===== src/hdl/clock_select_map.svh =====
`ifndef CLOCK_SELECT_MAP_SVH
`define CLOCK_SELECT_MAP_SVH

// Register indices
`define REG_CLOCK_SOURCE_SELECT 7'h08
`define REG_PRIMARY_IF_CONFIG_1 7'h09
`define REG_SECONDARY_IF_CONFIG_1 7'h0b
`define REG_ADC_CONTROL_1 7'h1d
`define REG_CLOCK_STATUS 7'h7e

// Reset values
`define RST_CLOCK_SOURCE_SELECT 9'h010
`define RST_PRIMARY_IF_CONFIG_1 9'h000
`define RST_SECONDARY_IF_CONFIG_1 9'h0c0
`define RST_ADC_CONTROL_1 9'h040
`define RST_ADC_RATE 3'h2

// Field positions
`define ADC_SEL_MSB 3
`define ADC_SEL_LSB 2
`define TX_SEL_MSB 5
`define TX_SEL_LSB 4
`define PRX_SEL_MSB 7
`define PRX_SEL_LSB 6
`define SEC_SEL_MSB 7
`define SEC_SEL_LSB 6
`define ADC_RATE_MSB 7
`define ADC_RATE_LSB 5

// Common clock source codes
`define SRC_ADC_PIN 2'h0
`define SRC_PLL_A 2'h1
`define SRC_PLL_B 2'h2
`define SRC_MCLK 2'h3

// Data routing source codes
`define ROUTE_SPDIF_RX 2'h0
`define ROUTE_ADC 2'h1
`define ROUTE_SEC_RX 2'h2
`define ROUTE_PRI_RX 2'h3

// Mux indices
`define MUX_ADC 0
`define MUX_SPDIF_TX 1
`define MUX_PRX_MS 2
`define MUX_PTX_MS 3
`define MUX_SEC_MS 4
`define MUX_COUNT 5

`endif


===== src/hdl/clock_select_pkg.sv =====
package clock_select_pkg;

  typedef enum logic [2:0] {
    RS_PTX_FRAME,
    RS_SEC_FRAME,
    RS_SEC_RX_FRAME,
    RS_PRX_FRAME,
    RS_SUBFRAME,
    RS_RATE_FIELD
  } rate_src_e;

endpackage


===== src/hdl/codec_interface_clock_select.sv =====
// Contract
// - ADC clock selector picks adc pin, PLL A, PLL B or master pin; resets 00.
// - With S/PDIF receiver active, ADC may use only adc pin or master pin.
// - Primary transmitter carrying ADC data sets ADC rate from its frame clock.
// - Else secondary transmitter carrying ADC data sets ADC rate from secondary frame clock.
// - S/PDIF transmitter alone using ADC data takes ADC rate from rate field.
// - ADC rate field encodes 128fs to 1152fs, resetting to 256fs.
// - S/PDIF transmitter selector picks one of four clocks, resetting to PLL A.
// - Receiver uses PLL A only; PLLs unusable for other functions while receiver active.
// - S/PDIF transmitter sending received data always uses PLL A.
// - S/PDIF transmitter rate follows subframe, primary or secondary receiver frame clock.
// - S/PDIF transmitter sending ADC data uses primary tx frame clock or rate field.
// - Primary receiver clocks come from host in slave, generator in master mode.
// - Primary receiver generator selector: master pin, PLL A or PLL B; resets 00.
// - Primary tx generator uses PLL A for received data, else follows ADC clock.
// - Slave mode with ADC on master pin: primary tx uses primary rx bit clock.
// - Secondary receive and transmit share one frame and bit clock.
// - Secondary generator selector picks one of four clocks, resetting to master pin.
// - Secondary transmitter carrying received data forces PLL A for its generator.
// - Otherwise with receiver powered, secondary generator may not use a PLL.
`timescale 1ns/100ps
`include "clock_select_map.svh"

module codec_interface_clock_select
  import clock_select_pkg::*;
(
  // Clock and reset
  input wire logic clk_in,
  input wire logic rst_b_in,
  // Register port
  input wire logic reg_wr_en_in,
  input wire logic reg_rd_en_in,
  input wire logic [6:0] reg_addr_in,
  input wire logic [8:0] reg_wdata_in,
  output logic [8:0] reg_rdata_out,
  // Source clock pins
  input wire logic adc_clock_pin_in,
  input wire logic master_clock_pin_in,
  input wire logic pll_a_output_in,
  input wire logic pll_b_output_in,
  // Routing and mode state
  input wire logic spdif_rx_active_in,
  input wire logic [1:0] primary_tx_src_in,
  input wire logic [1:0] secondary_tx_src_in,
  input wire logic [1:0] spdif_tx_src_in,
  input wire logic primary_rx_master_in,
  input wire logic primary_tx_master_in,
  input wire logic secondary_master_in,
  // Selected clocks
  output logic adc_clk_out,
  output logic spdif_tx_clk_out,
  output logic primary_rx_gen_clk_out,
  output logic primary_tx_gen_clk_out,
  output logic secondary_gen_clk_out,
  // Rate and mode decisions
  output rate_src_e adc_rate_src_out,
  output logic [2:0] adc_oversample_rate_out,
  output rate_src_e spdif_tx_rate_src_out,
  output logic primary_tx_bclk_from_rx_out,
  output logic primary_rx_gen_en_out,
  output logic secondary_gen_en_out,
  output logic sel_fault_out
);

  function automatic logic pick(input logic [1:0] sel, input logic [3:0] clks);
    pick = clks[sel];
  endfunction

  function automatic logic is_pll(input logic [1:0] sel);
    is_pll = (sel == `SRC_PLL_A) || (sel == `SRC_PLL_B);
  endfunction

  // Forbidden PLL choices fall back to the master pin so the path keeps a clock
  function automatic logic [1:0] guard(input logic [1:0] sel, input logic rx_on);
    guard = (rx_on && is_pll(sel)) ? `SRC_MCLK : sel;
  endfunction

  logic [8:0] clock_source_select_ff;
  logic [8:0] primary_if_config_1_ff;
  logic [8:0] secondary_if_config_1_ff;
  logic [8:0] adc_control_1_ff;
  logic [3:0] clk_meta_ff;
  logic [3:0] clk_sync_ff;
  logic [1:0] req_sel [`MUX_COUNT];
  logic [1:0] cur_sel_ff [`MUX_COUNT];
  logic [`MUX_COUNT-1:0] mux_out_ff;
  logic [`MUX_COUNT-1:0] pending;
  logic [1:0] adc_raw;
  logic [1:0] tx_raw;
  logic [1:0] prx_raw;
  logic [1:0] sec_raw;
  logic [1:0] prx_mapped;
  logic nxt_fault;
  rate_src_e nxt_adc_rate_src;
  rate_src_e nxt_tx_rate_src;

  // Register writes
  // Selector and ADC rate register storage
  always_ff @(posedge clk_in or negedge rst_b_in) begin
    if (!rst_b_in) begin
      clock_source_select_ff <= `RST_CLOCK_SOURCE_SELECT;
      primary_if_config_1_ff <= `RST_PRIMARY_IF_CONFIG_1;
      secondary_if_config_1_ff <= `RST_SECONDARY_IF_CONFIG_1;
      adc_control_1_ff <= `RST_ADC_CONTROL_1;
    end else if (reg_wr_en_in) begin
      case (reg_addr_in)
        `REG_CLOCK_SOURCE_SELECT: clock_source_select_ff <= reg_wdata_in;
        `REG_PRIMARY_IF_CONFIG_1: primary_if_config_1_ff <= reg_wdata_in;
        `REG_SECONDARY_IF_CONFIG_1: secondary_if_config_1_ff <= reg_wdata_in;
        `REG_ADC_CONTROL_1: adc_control_1_ff <= reg_wdata_in;
        default: begin
        end
      endcase
    end
  end

  // Registered read; unmapped indices return zero
  always_ff @(posedge clk_in or negedge rst_b_in) begin
    if (!rst_b_in) begin
      reg_rdata_out <= 9'h000;
    end else if (reg_rd_en_in) begin
      case (reg_addr_in)
        `REG_CLOCK_SOURCE_SELECT: reg_rdata_out <= clock_source_select_ff;
        `REG_PRIMARY_IF_CONFIG_1: reg_rdata_out <= primary_if_config_1_ff;
        `REG_SECONDARY_IF_CONFIG_1: reg_rdata_out <= secondary_if_config_1_ff;
        `REG_ADC_CONTROL_1: reg_rdata_out <= adc_control_1_ff;
        `REG_CLOCK_STATUS: reg_rdata_out <= {1'b0, pending, sel_fault_out, cur_sel_ff[`MUX_ADC]};
        default: reg_rdata_out <= 9'h000;
      endcase
    end
  end

  // Source clocks are foreign to clk_in, so two flops before any use
  always_ff @(posedge clk_in or negedge rst_b_in) begin
    if (!rst_b_in) begin
      clk_meta_ff <= 4'h0;
      clk_sync_ff <= 4'h0;
    end else begin
      clk_meta_ff <= {master_clock_pin_in, pll_b_output_in, pll_a_output_in, adc_clock_pin_in};
      clk_sync_ff <= clk_meta_ff;
    end
  end

  assign adc_raw = clock_source_select_ff[`ADC_SEL_MSB:`ADC_SEL_LSB];
  assign tx_raw = clock_source_select_ff[`TX_SEL_MSB:`TX_SEL_LSB];
  assign prx_raw = primary_if_config_1_ff[`PRX_SEL_MSB:`PRX_SEL_LSB];
  assign sec_raw = secondary_if_config_1_ff[`SEC_SEL_MSB:`SEC_SEL_LSB];
  // Both 00 and 11 mean the master pin
  assign prx_mapped = (prx_raw == `SRC_ADC_PIN) ? `SRC_MCLK : prx_raw;

  always_comb begin
    // ADC limited to pins while receiver active
    req_sel[`MUX_ADC] = guard(adc_raw, spdif_rx_active_in);
    // Through path forces PLL A; otherwise no PLL while receiving
    if (spdif_tx_src_in == `ROUTE_SPDIF_RX) begin
      req_sel[`MUX_SPDIF_TX] = `SRC_PLL_A;
    end else begin
      req_sel[`MUX_SPDIF_TX] = guard(tx_raw, spdif_rx_active_in);
    end
    req_sel[`MUX_PRX_MS] = guard(prx_mapped, spdif_rx_active_in);
    // Primary tx generator follows ADC unless carrying received data
    if (primary_tx_src_in == `ROUTE_SPDIF_RX) begin
      req_sel[`MUX_PTX_MS] = `SRC_PLL_A;
    end else begin
      req_sel[`MUX_PTX_MS] = req_sel[`MUX_ADC];
    end
    // PLL A for received data; pins only while receiver powered
    if (secondary_tx_src_in == `ROUTE_SPDIF_RX) begin
      req_sel[`MUX_SEC_MS] = `SRC_PLL_A;
    end else begin
      req_sel[`MUX_SEC_MS] = guard(sec_raw, spdif_rx_active_in);
    end
  end

  // Report any PLL request that had to be overridden
  assign nxt_fault = spdif_rx_active_in && (is_pll(adc_raw) || is_pll(prx_mapped)
    || (is_pll(tx_raw) && spdif_tx_src_in != `ROUTE_SPDIF_RX)
    || (is_pll(sec_raw) && secondary_tx_src_in != `ROUTE_SPDIF_RX));

  // A mux changes source only while its output and the new source are both low.
  // Limitation: a stopped new source that idles high holds the old selection.
  genvar gi;
  generate
    for (gi = 0; gi < `MUX_COUNT; gi++) begin : g_mux
      assign pending[gi] = (req_sel[gi] != cur_sel_ff[gi]);
      always_ff @(posedge clk_in or negedge rst_b_in) begin
        if (!rst_b_in) begin
          cur_sel_ff[gi] <= `SRC_MCLK;
          mux_out_ff[gi] <= 1'b0;
        end else if (pending[gi] && !mux_out_ff[gi] && !pick(req_sel[gi], clk_sync_ff)) begin
          cur_sel_ff[gi] <= req_sel[gi];
          mux_out_ff[gi] <= 1'b0;
        end else begin
          mux_out_ff[gi] <= pick(cur_sel_ff[gi], clk_sync_ff);
        end
      end
      // No source change unless the output was low
      glitch_free_a: assert property (@(posedge clk_in) disable iff (!rst_b_in)
        (cur_sel_ff[gi] != $past(cur_sel_ff[gi])) |-> ($past(mux_out_ff[gi]) == 1'b0))
        else $error("mux switched while its output was high");
      tracks_source_a: assert property (@(posedge clk_in) disable iff (!rst_b_in)
        (!pending[gi] && !$past(pending[gi])) |-> (mux_out_ff[gi] == $past(pick(cur_sel_ff[gi], clk_sync_ff))))
        else $error("mux output does not follow the selected source");
    end
  endgenerate

  assign adc_clk_out = mux_out_ff[`MUX_ADC];
  assign spdif_tx_clk_out = mux_out_ff[`MUX_SPDIF_TX];
  assign primary_rx_gen_clk_out = mux_out_ff[`MUX_PRX_MS];
  assign primary_tx_gen_clk_out = mux_out_ff[`MUX_PTX_MS];
  assign secondary_gen_clk_out = mux_out_ff[`MUX_SEC_MS];

  always_comb begin
    // Primary tx first; then secondary; else the rate field
    if (primary_tx_src_in == `ROUTE_ADC) begin
      nxt_adc_rate_src = RS_PTX_FRAME;
    end else if (secondary_tx_src_in == `ROUTE_ADC) begin
      nxt_adc_rate_src = RS_SEC_FRAME;
    end else begin
      nxt_adc_rate_src = RS_RATE_FIELD;
    end
    // Rate from the source feeding the transmitter; ADC case
    case (spdif_tx_src_in)
      `ROUTE_SPDIF_RX: nxt_tx_rate_src = RS_SUBFRAME;
      `ROUTE_PRI_RX: nxt_tx_rate_src = RS_PRX_FRAME;
      `ROUTE_SEC_RX: nxt_tx_rate_src = RS_SEC_RX_FRAME;
      default: nxt_tx_rate_src = (primary_tx_src_in == `ROUTE_ADC) ? RS_PTX_FRAME : RS_RATE_FIELD;
    endcase
  end

  always_ff @(posedge clk_in or negedge rst_b_in) begin
    if (!rst_b_in) begin
      adc_rate_src_out <= RS_PTX_FRAME;
      spdif_tx_rate_src_out <= RS_SUBFRAME;
      adc_oversample_rate_out <= `RST_ADC_RATE;
      sel_fault_out <= 1'b0;
    end else begin
      adc_rate_src_out <= nxt_adc_rate_src;
      spdif_tx_rate_src_out <= nxt_tx_rate_src;
      // Ratio code passed on as programmed
      adc_oversample_rate_out <= adc_control_1_ff[`ADC_RATE_MSB:`ADC_RATE_LSB];
      sel_fault_out <= nxt_fault;
    end
  end

  // Bit clock borrowed from primary receiver; generator enables
  always_ff @(posedge clk_in or negedge rst_b_in) begin
    if (!rst_b_in) begin
      primary_tx_bclk_from_rx_out <= 1'b0;
      primary_rx_gen_en_out <= 1'b0;
      secondary_gen_en_out <= 1'b0;
    end else begin
      primary_tx_bclk_from_rx_out <= !primary_tx_master_in && (req_sel[`MUX_ADC] == `SRC_MCLK);
      primary_rx_gen_en_out <= primary_rx_master_in;
      secondary_gen_en_out <= secondary_master_in;
    end
  end

  adc_pins_only_a: assert property (@(posedge clk_in) disable iff (!rst_b_in)
    (spdif_rx_active_in && adc_raw inside {`SRC_PLL_A, `SRC_PLL_B})
    |-> (req_sel[`MUX_ADC] == `SRC_MCLK) ##1 sel_fault_out)
    else $error("ADC requests a PLL while receiver active");
  tx_selector_a: assert property (@(posedge clk_in) disable iff (!rst_b_in)
    (spdif_tx_src_in != `ROUTE_SPDIF_RX && !spdif_rx_active_in) |-> (req_sel[`MUX_SPDIF_TX] == tx_raw))
    else $error("transmitter mux does not follow its selector");
  sec_selector_a: assert property (@(posedge clk_in) disable iff (!rst_b_in)
    (secondary_tx_src_in != `ROUTE_SPDIF_RX && !spdif_rx_active_in) |-> (req_sel[`MUX_SEC_MS] == sec_raw))
    else $error("secondary mux does not follow its selector");
  adc_rate_ptx_a: assert property (@(posedge clk_in) disable iff (!rst_b_in)
    (primary_tx_src_in == `ROUTE_ADC) |=> (adc_rate_src_out == RS_PTX_FRAME))
    else $error("ADC rate not from primary tx frame clock");
  adc_rate_sec_a: assert property (@(posedge clk_in) disable iff (!rst_b_in)
    (primary_tx_src_in != `ROUTE_ADC && secondary_tx_src_in == `ROUTE_ADC) |=> (adc_rate_src_out == RS_SEC_FRAME))
    else $error("ADC rate not from secondary frame clock");
  adc_rate_field_a: assert property (@(posedge clk_in) disable iff (!rst_b_in)
    (spdif_tx_src_in == `ROUTE_ADC && primary_tx_src_in != `ROUTE_ADC && secondary_tx_src_in != `ROUTE_ADC)
    |=> (adc_rate_src_out == RS_RATE_FIELD && spdif_tx_rate_src_out == RS_RATE_FIELD))
    else $error("ADC rate not from rate field");
  ratio_follows_a: assert property (@(posedge clk_in) disable iff (!rst_b_in)
    ##1 adc_oversample_rate_out == $past(adc_control_1_ff[`ADC_RATE_MSB:`ADC_RATE_LSB]))
    else $error("oversample ratio does not follow the field");
  through_pll_a: assert property (@(posedge clk_in) disable iff (!rst_b_in)
    (spdif_tx_src_in == `ROUTE_SPDIF_RX) |=> (spdif_tx_rate_src_out == RS_SUBFRAME) ##0
    ($past(req_sel[`MUX_SPDIF_TX]) == `SRC_PLL_A))
    else $error("through path not on PLL A with subframe rate");
  tx_rate_rx_a: assert property (@(posedge clk_in) disable iff (!rst_b_in)
    (spdif_tx_src_in == `ROUTE_PRI_RX) |=> (spdif_tx_rate_src_out == RS_PRX_FRAME))
    else $error("transmitter rate not from primary rx frame clock");
  ptx_follows_adc_a: assert property (@(posedge clk_in) disable iff (!rst_b_in)
    (primary_tx_src_in != `ROUTE_SPDIF_RX) |-> (req_sel[`MUX_PTX_MS] == req_sel[`MUX_ADC]))
    else $error("primary tx generator does not follow ADC clock");
  bclk_borrow_a: assert property (@(posedge clk_in) disable iff (!rst_b_in)
    (!primary_tx_master_in && adc_raw == `SRC_MCLK) |=> primary_tx_bclk_from_rx_out)
    else $error("primary tx not using primary rx bit clock");
  sec_no_pll_a: assert property (@(posedge clk_in) disable iff (!rst_b_in)
    (spdif_rx_active_in && secondary_tx_src_in != `ROUTE_SPDIF_RX && is_pll(sec_raw))
    |-> (req_sel[`MUX_SEC_MS] == `SRC_MCLK) ##1 sel_fault_out)
    else $error("secondary generator allowed a PLL while receiving");

endmodule // codec_interface_clock_select


===== config.mk =====
export PLATFORM = sky130hd
export DESIGN_NAME = codec_interface_clock_select
export DESIGN_NICKNAME = d
export VERILOG_FILES = /design/src/hdl/clock_select_pkg.sv /design/src/hdl/codec_interface_clock_select.sv
export VERILOG_INCLUDE_DIRS = /design/src /design/src/hdl
export SDC_FILE = /design/constraint.sdc
export NUM_CORES = 1
export LEC_CHECK = 0
export BUFFER_PORTS_ARGS = -buffer_cell sky130_fd_sc_hd__clkbuf_2
export CAP_MARGIN = 30
export CORE_MARGIN = 1
export CORE_UTILIZATION = 51
export CTS_CLUSTER_SIZE = 16
export DETAILED_ROUTE_END_ITERATION = 10
export GPL_ROUTABILITY_DRIVEN = 1
export PLACE_DENSITY = 0.82
export SETUP_SLACK_MARGIN = 0.02
export SLEW_MARGIN = 20
export SYNTH_ARGS = -nofsm -noshare
export SYNTH_HDL_FRONTEND = slang
export SYNTH_SLANG_ARGS = --single-unit

===== constraint.sdc =====
create_clock -name clk_in -period 2.2 [get_ports clk_in]
set_input_delay 0.22 -clock clk_in [delete_from_list [all_inputs] [get_ports clk_in]]
set_output_delay 0.22 -clock clk_in [all_outputs]
set_load 0.005 [all_outputs]

==> impl_metrics.env <==
export IMPL_ir_drop_v=0.000430
export IMPL_clk_path_buf_depth=2
export IMPL_setup_violations=0
export IMPL_netlist_area_sq_mm=0.00389
export IMPL_cpMaxStageDelayCell="or4_4"
export IMPL_clock_insertion_delay_worst_skew_ns=0.36
export IMPL_drive_above_1_share_pct=31.8
export IMPL_fin_nets=437
export IMPL_global_route_usage_met3_pct=6.09
export IMPL_syn2layout_area_growth_pct=20.0
export IMPL_core_sq_mm=0.00733
export IMPL_cpLargestDelayFamily="simple AND/OR/NAND/NOR gates"
export IMPL_synthFlopType="dfrtp_1"
export IMPL_cp_max_fo=5
export IMPL_critPathCaptureType="flop"
export IMPL_die_area_sq_mm=0.00798
export IMPL_synth_fp_nets=358
export IMPL_finalCritPeriodShare_pct=95.9
export IMPL_root_buffer="clkbuf_8"
export IMPL_grt_util_met2_pct=39.3
export IMPL_port_buffers=59
export IMPL_numCtsBuffers=9
export IMPL_initial_utilization_pct=53.1
export IMPL_pin_count=61
export IMPL_gp_congestion=0.824
export IMPL_grt_overflow=0
export IMPL_postRouteAntennaNets=0
export IMPL_wl_um=8870
export IMPL_status="finished, final reports clean"
export IMPL_fin_setup_tns_ns=0
export IMPL_hpwl_um=6500
export IMPL_grtUsageMet1_pct=33.0
export IMPL_max_stage_delay_ns=0.51
export IMPL_max_cap_violations=0
export IMPL_fmax_ghz=0.474
export IMPL_worstMarginPinSlew_ns=0.554
export IMPL_cts_htree_levels=3
export IMPL_wl_per_cell_um=17.6
export IMPL_synthCells=322
export IMPL_clk_pin_slew_ns=0.08
export IMPL_diodes=0
export IMPL_antenna_found_initial=0
export IMPL_grtUsageTotal_pct=24.4
export IMPL_drt_iter0_drc=151
export IMPL_synth_area_leaders="dfrtp_1 (41%), dfstp_2 (11%), mux2_1 (10%)"
export IMPL_grt_pass1_vias=2834
export IMPL_ys_seq_area_share_pct=52.0
export IMPL_finish_utilization_pct=63.7
export IMPL_fin_skew_ns=0.0111
export IMPL_yosysMostFrequentCell="dfrtp_1"
export IMPL_viasPerCell=5.76
export IMPL_criticalPathCategory="reg -> reg"
export IMPL_crit_arrival_ns=2.41
export IMPL_synth_common_cells="dfrtp_1 (64), mux2_1 (36), nor2_1 (18)"
export IMPL_hold_violations=0
export IMPL_cts_resized=0
export IMPL_grt_max_degree=45
export IMPL_fillers=601
export IMPL_remaining_drc_errors=0
export IMPL_synth_top_cell_by_area="dfrtp_1"
export IMPL_synth_edf_count=0
export IMPL_cts_tree="done"
export IMPL_slew_violations=0
export IMPL_min_period_ns=2.11
export IMPL_path_buf_inv=0
export IMPL_grt_pass1_wl_um=14200
export IMPL_crit_path_frequent_cell="a22o_1"
export IMPL_crit_required_ns=2.50
export IMPL_first_pass_iters=6
export IMPL_hold_path_class="in -> reg"
export IMPL_start_kind="flop"
export IMPL_syn_avg_cell_area_sq_um=12.1
export IMPL_p_leak_uw=0.00215
export IMPL_rows=31
export IMPL_ys_seq_elements=80
export IMPL_clkSinkCount=80
export IMPL_fp_dieW_um=89.4
export IMPL_rsz0062_at_grt="no"
export IMPL_die_h_um=89.4
export IMPL_synth_async_reset_ratio_pct=100
export IMPL_power_density_mw_per_mm2=829
export IMPL_relSlewSlack_pct=63.1
export IMPL_synth_top_area_share_pct=41.2
export IMPL_cp_cell_sequence="maj3_2, a22o_1, a22o_1, or4_4, mux2_4"
export IMPL_via_count=2909
export IMPL_ys_warn_count=0
export IMPL_synth_cell_type_count=64
export IMPL_top_usage_layer="met2"
==> report_power, final <==
group / switching [uW] / total (uW) / internal [uW]
sequential: 214 / 1960 / 1740
clock: 567 / 1100 / 535
combinational: 370 / 813 / 443
==> layout make-up <==
type,instances,area (sq um),area share [%]
flip-flops and latches,80,2020,43.3
multi-input cells,213,1760,37.6
repair buffers,84,518,11.1
clock buffers,9,124,2.65
inverters,13,48.8,1.04
well taps,99,124,2.65
clock inverters,7,78.8,1.69
==> worst paths after layout <==
path / start / end / slack (ns) / cells past startpoint
max: clock_source_select_ff[3] / cur_sel_ff[9] / 0.09 / 5
min: spdif_tx_src_in[1] / spdif_tx_rate_src_out[1] / 0.05 / 1
max reg2reg: clock_source_select_ff[3] / cur_sel_ff[9] / 0.09 / 5
min reg2reg: clk_meta_ff[3] / clk_sync_ff[3] / 0.34 / 0
max in group asynchronous: rst_b_in / secondary_if_config_1_ff[7] / 1.15 / 3
min in group asynchronous: rst_b_in / secondary_gen_clk_out / 0.39 / 2
==> logic make-up (layout without fill, tap and decap cells) <==
group           count (synthesis)  after routing  synth area share (%)
other cells                     1              1                0.0964
fa+ha+maj                       3              3                 0.932
flops                          80             80                  52.0
mux                            57             57                  17.9
xor+xnor                        4              4                 0.900
buf+inv                        29            113                  2.93
simple gates                   69             69                  10.4
compound gates                 79             79                  15.0
==> what timing repair did <==
item,CTS,global route
endpoints found under the setup margin,0,1
setup buffers,0,1
hold buffers,8,0
hold endpoints to repair,38,0
==> flip-flops by register name, summed over array words and instances, names as in the netlist <==
name and flops:
adc_clk_out 1, adc_control_1_ff 9, adc_oversample_rate_out 3, adc_rate_src_out 2
clk_meta_ff 4, clk_sync_ff 4, clock_source_select_ff 9, cur_sel_ff 10
primary_if_config_1_ff 9, primary_rx_gen_clk_out 1, primary_rx_gen_en_out 1, primary_tx_bclk_from_rx_out 1
primary_tx_gen_clk_out 1, reg_rdata_out 9, secondary_gen_clk_out 1, secondary_gen_en_out 1
secondary_if_config_1_ff 9, sel_fault_out 1, spdif_tx_clk_out 1, spdif_tx_rate_src_out 3
==> layout by cell type, fill, tap and decap left out, drive strengths merged, types with 8 or more instances in the layout <==
cell         synthesis  routed
dlygate4sd3          0       8
clkbuf              13      67
nand2                8       8
buf                  3      18
inv                 13      15
a21oi               14      14
o21ai                8       8
dfstp               16      16
nor2                18      18
dfrtp               64      64
mux2                47      47
==> routing by layer <==
layer  share of wire (%)  wire (um)  vias to the layer above
li1                    -          -                     1354
met1                  45       4010                     1434
met2                  48       4220                      110
met3                 6.0        532                       11
met4                 1.1         95                        0
met5                   0          0                        -
==> metrics by stage <==
| stage | hold slack, ns | worst slack [ns] | cells | area [sq um] | total power [uW] |
|---|---|---|---|---|---|
| 5_1_grt | 0.0428 | 0.0304 | 505 | 4670 | 4070 |
| 6_report | 0.0476 | 0.0892 | 505 | 4670 | 3870 |
| 4_1_cts | 0.0378 | 0.0452 | 504 | 4660 | 3890 |
| 2_1_floorplan | -0.0756 | 0.101 | 322 | 3890 | 2460 |
| 3_3_place_gp | 0.240 | 0.112 | 480 | 4380 | 2730 |
| 3_5_place_dp | 0.247 | 0.0559 | 480 | 4380 | 2780 |
==> worst register-to-register path, cell delays in order (launching register included) <==
cell and delay [ns]:
dfrtp_1 0.39, maj3_2 0.35, a22o_1 0.24, a22o_1 0.25, or4_4 0.51, mux2_4 0.31
(Power assumes the default switching activity.)
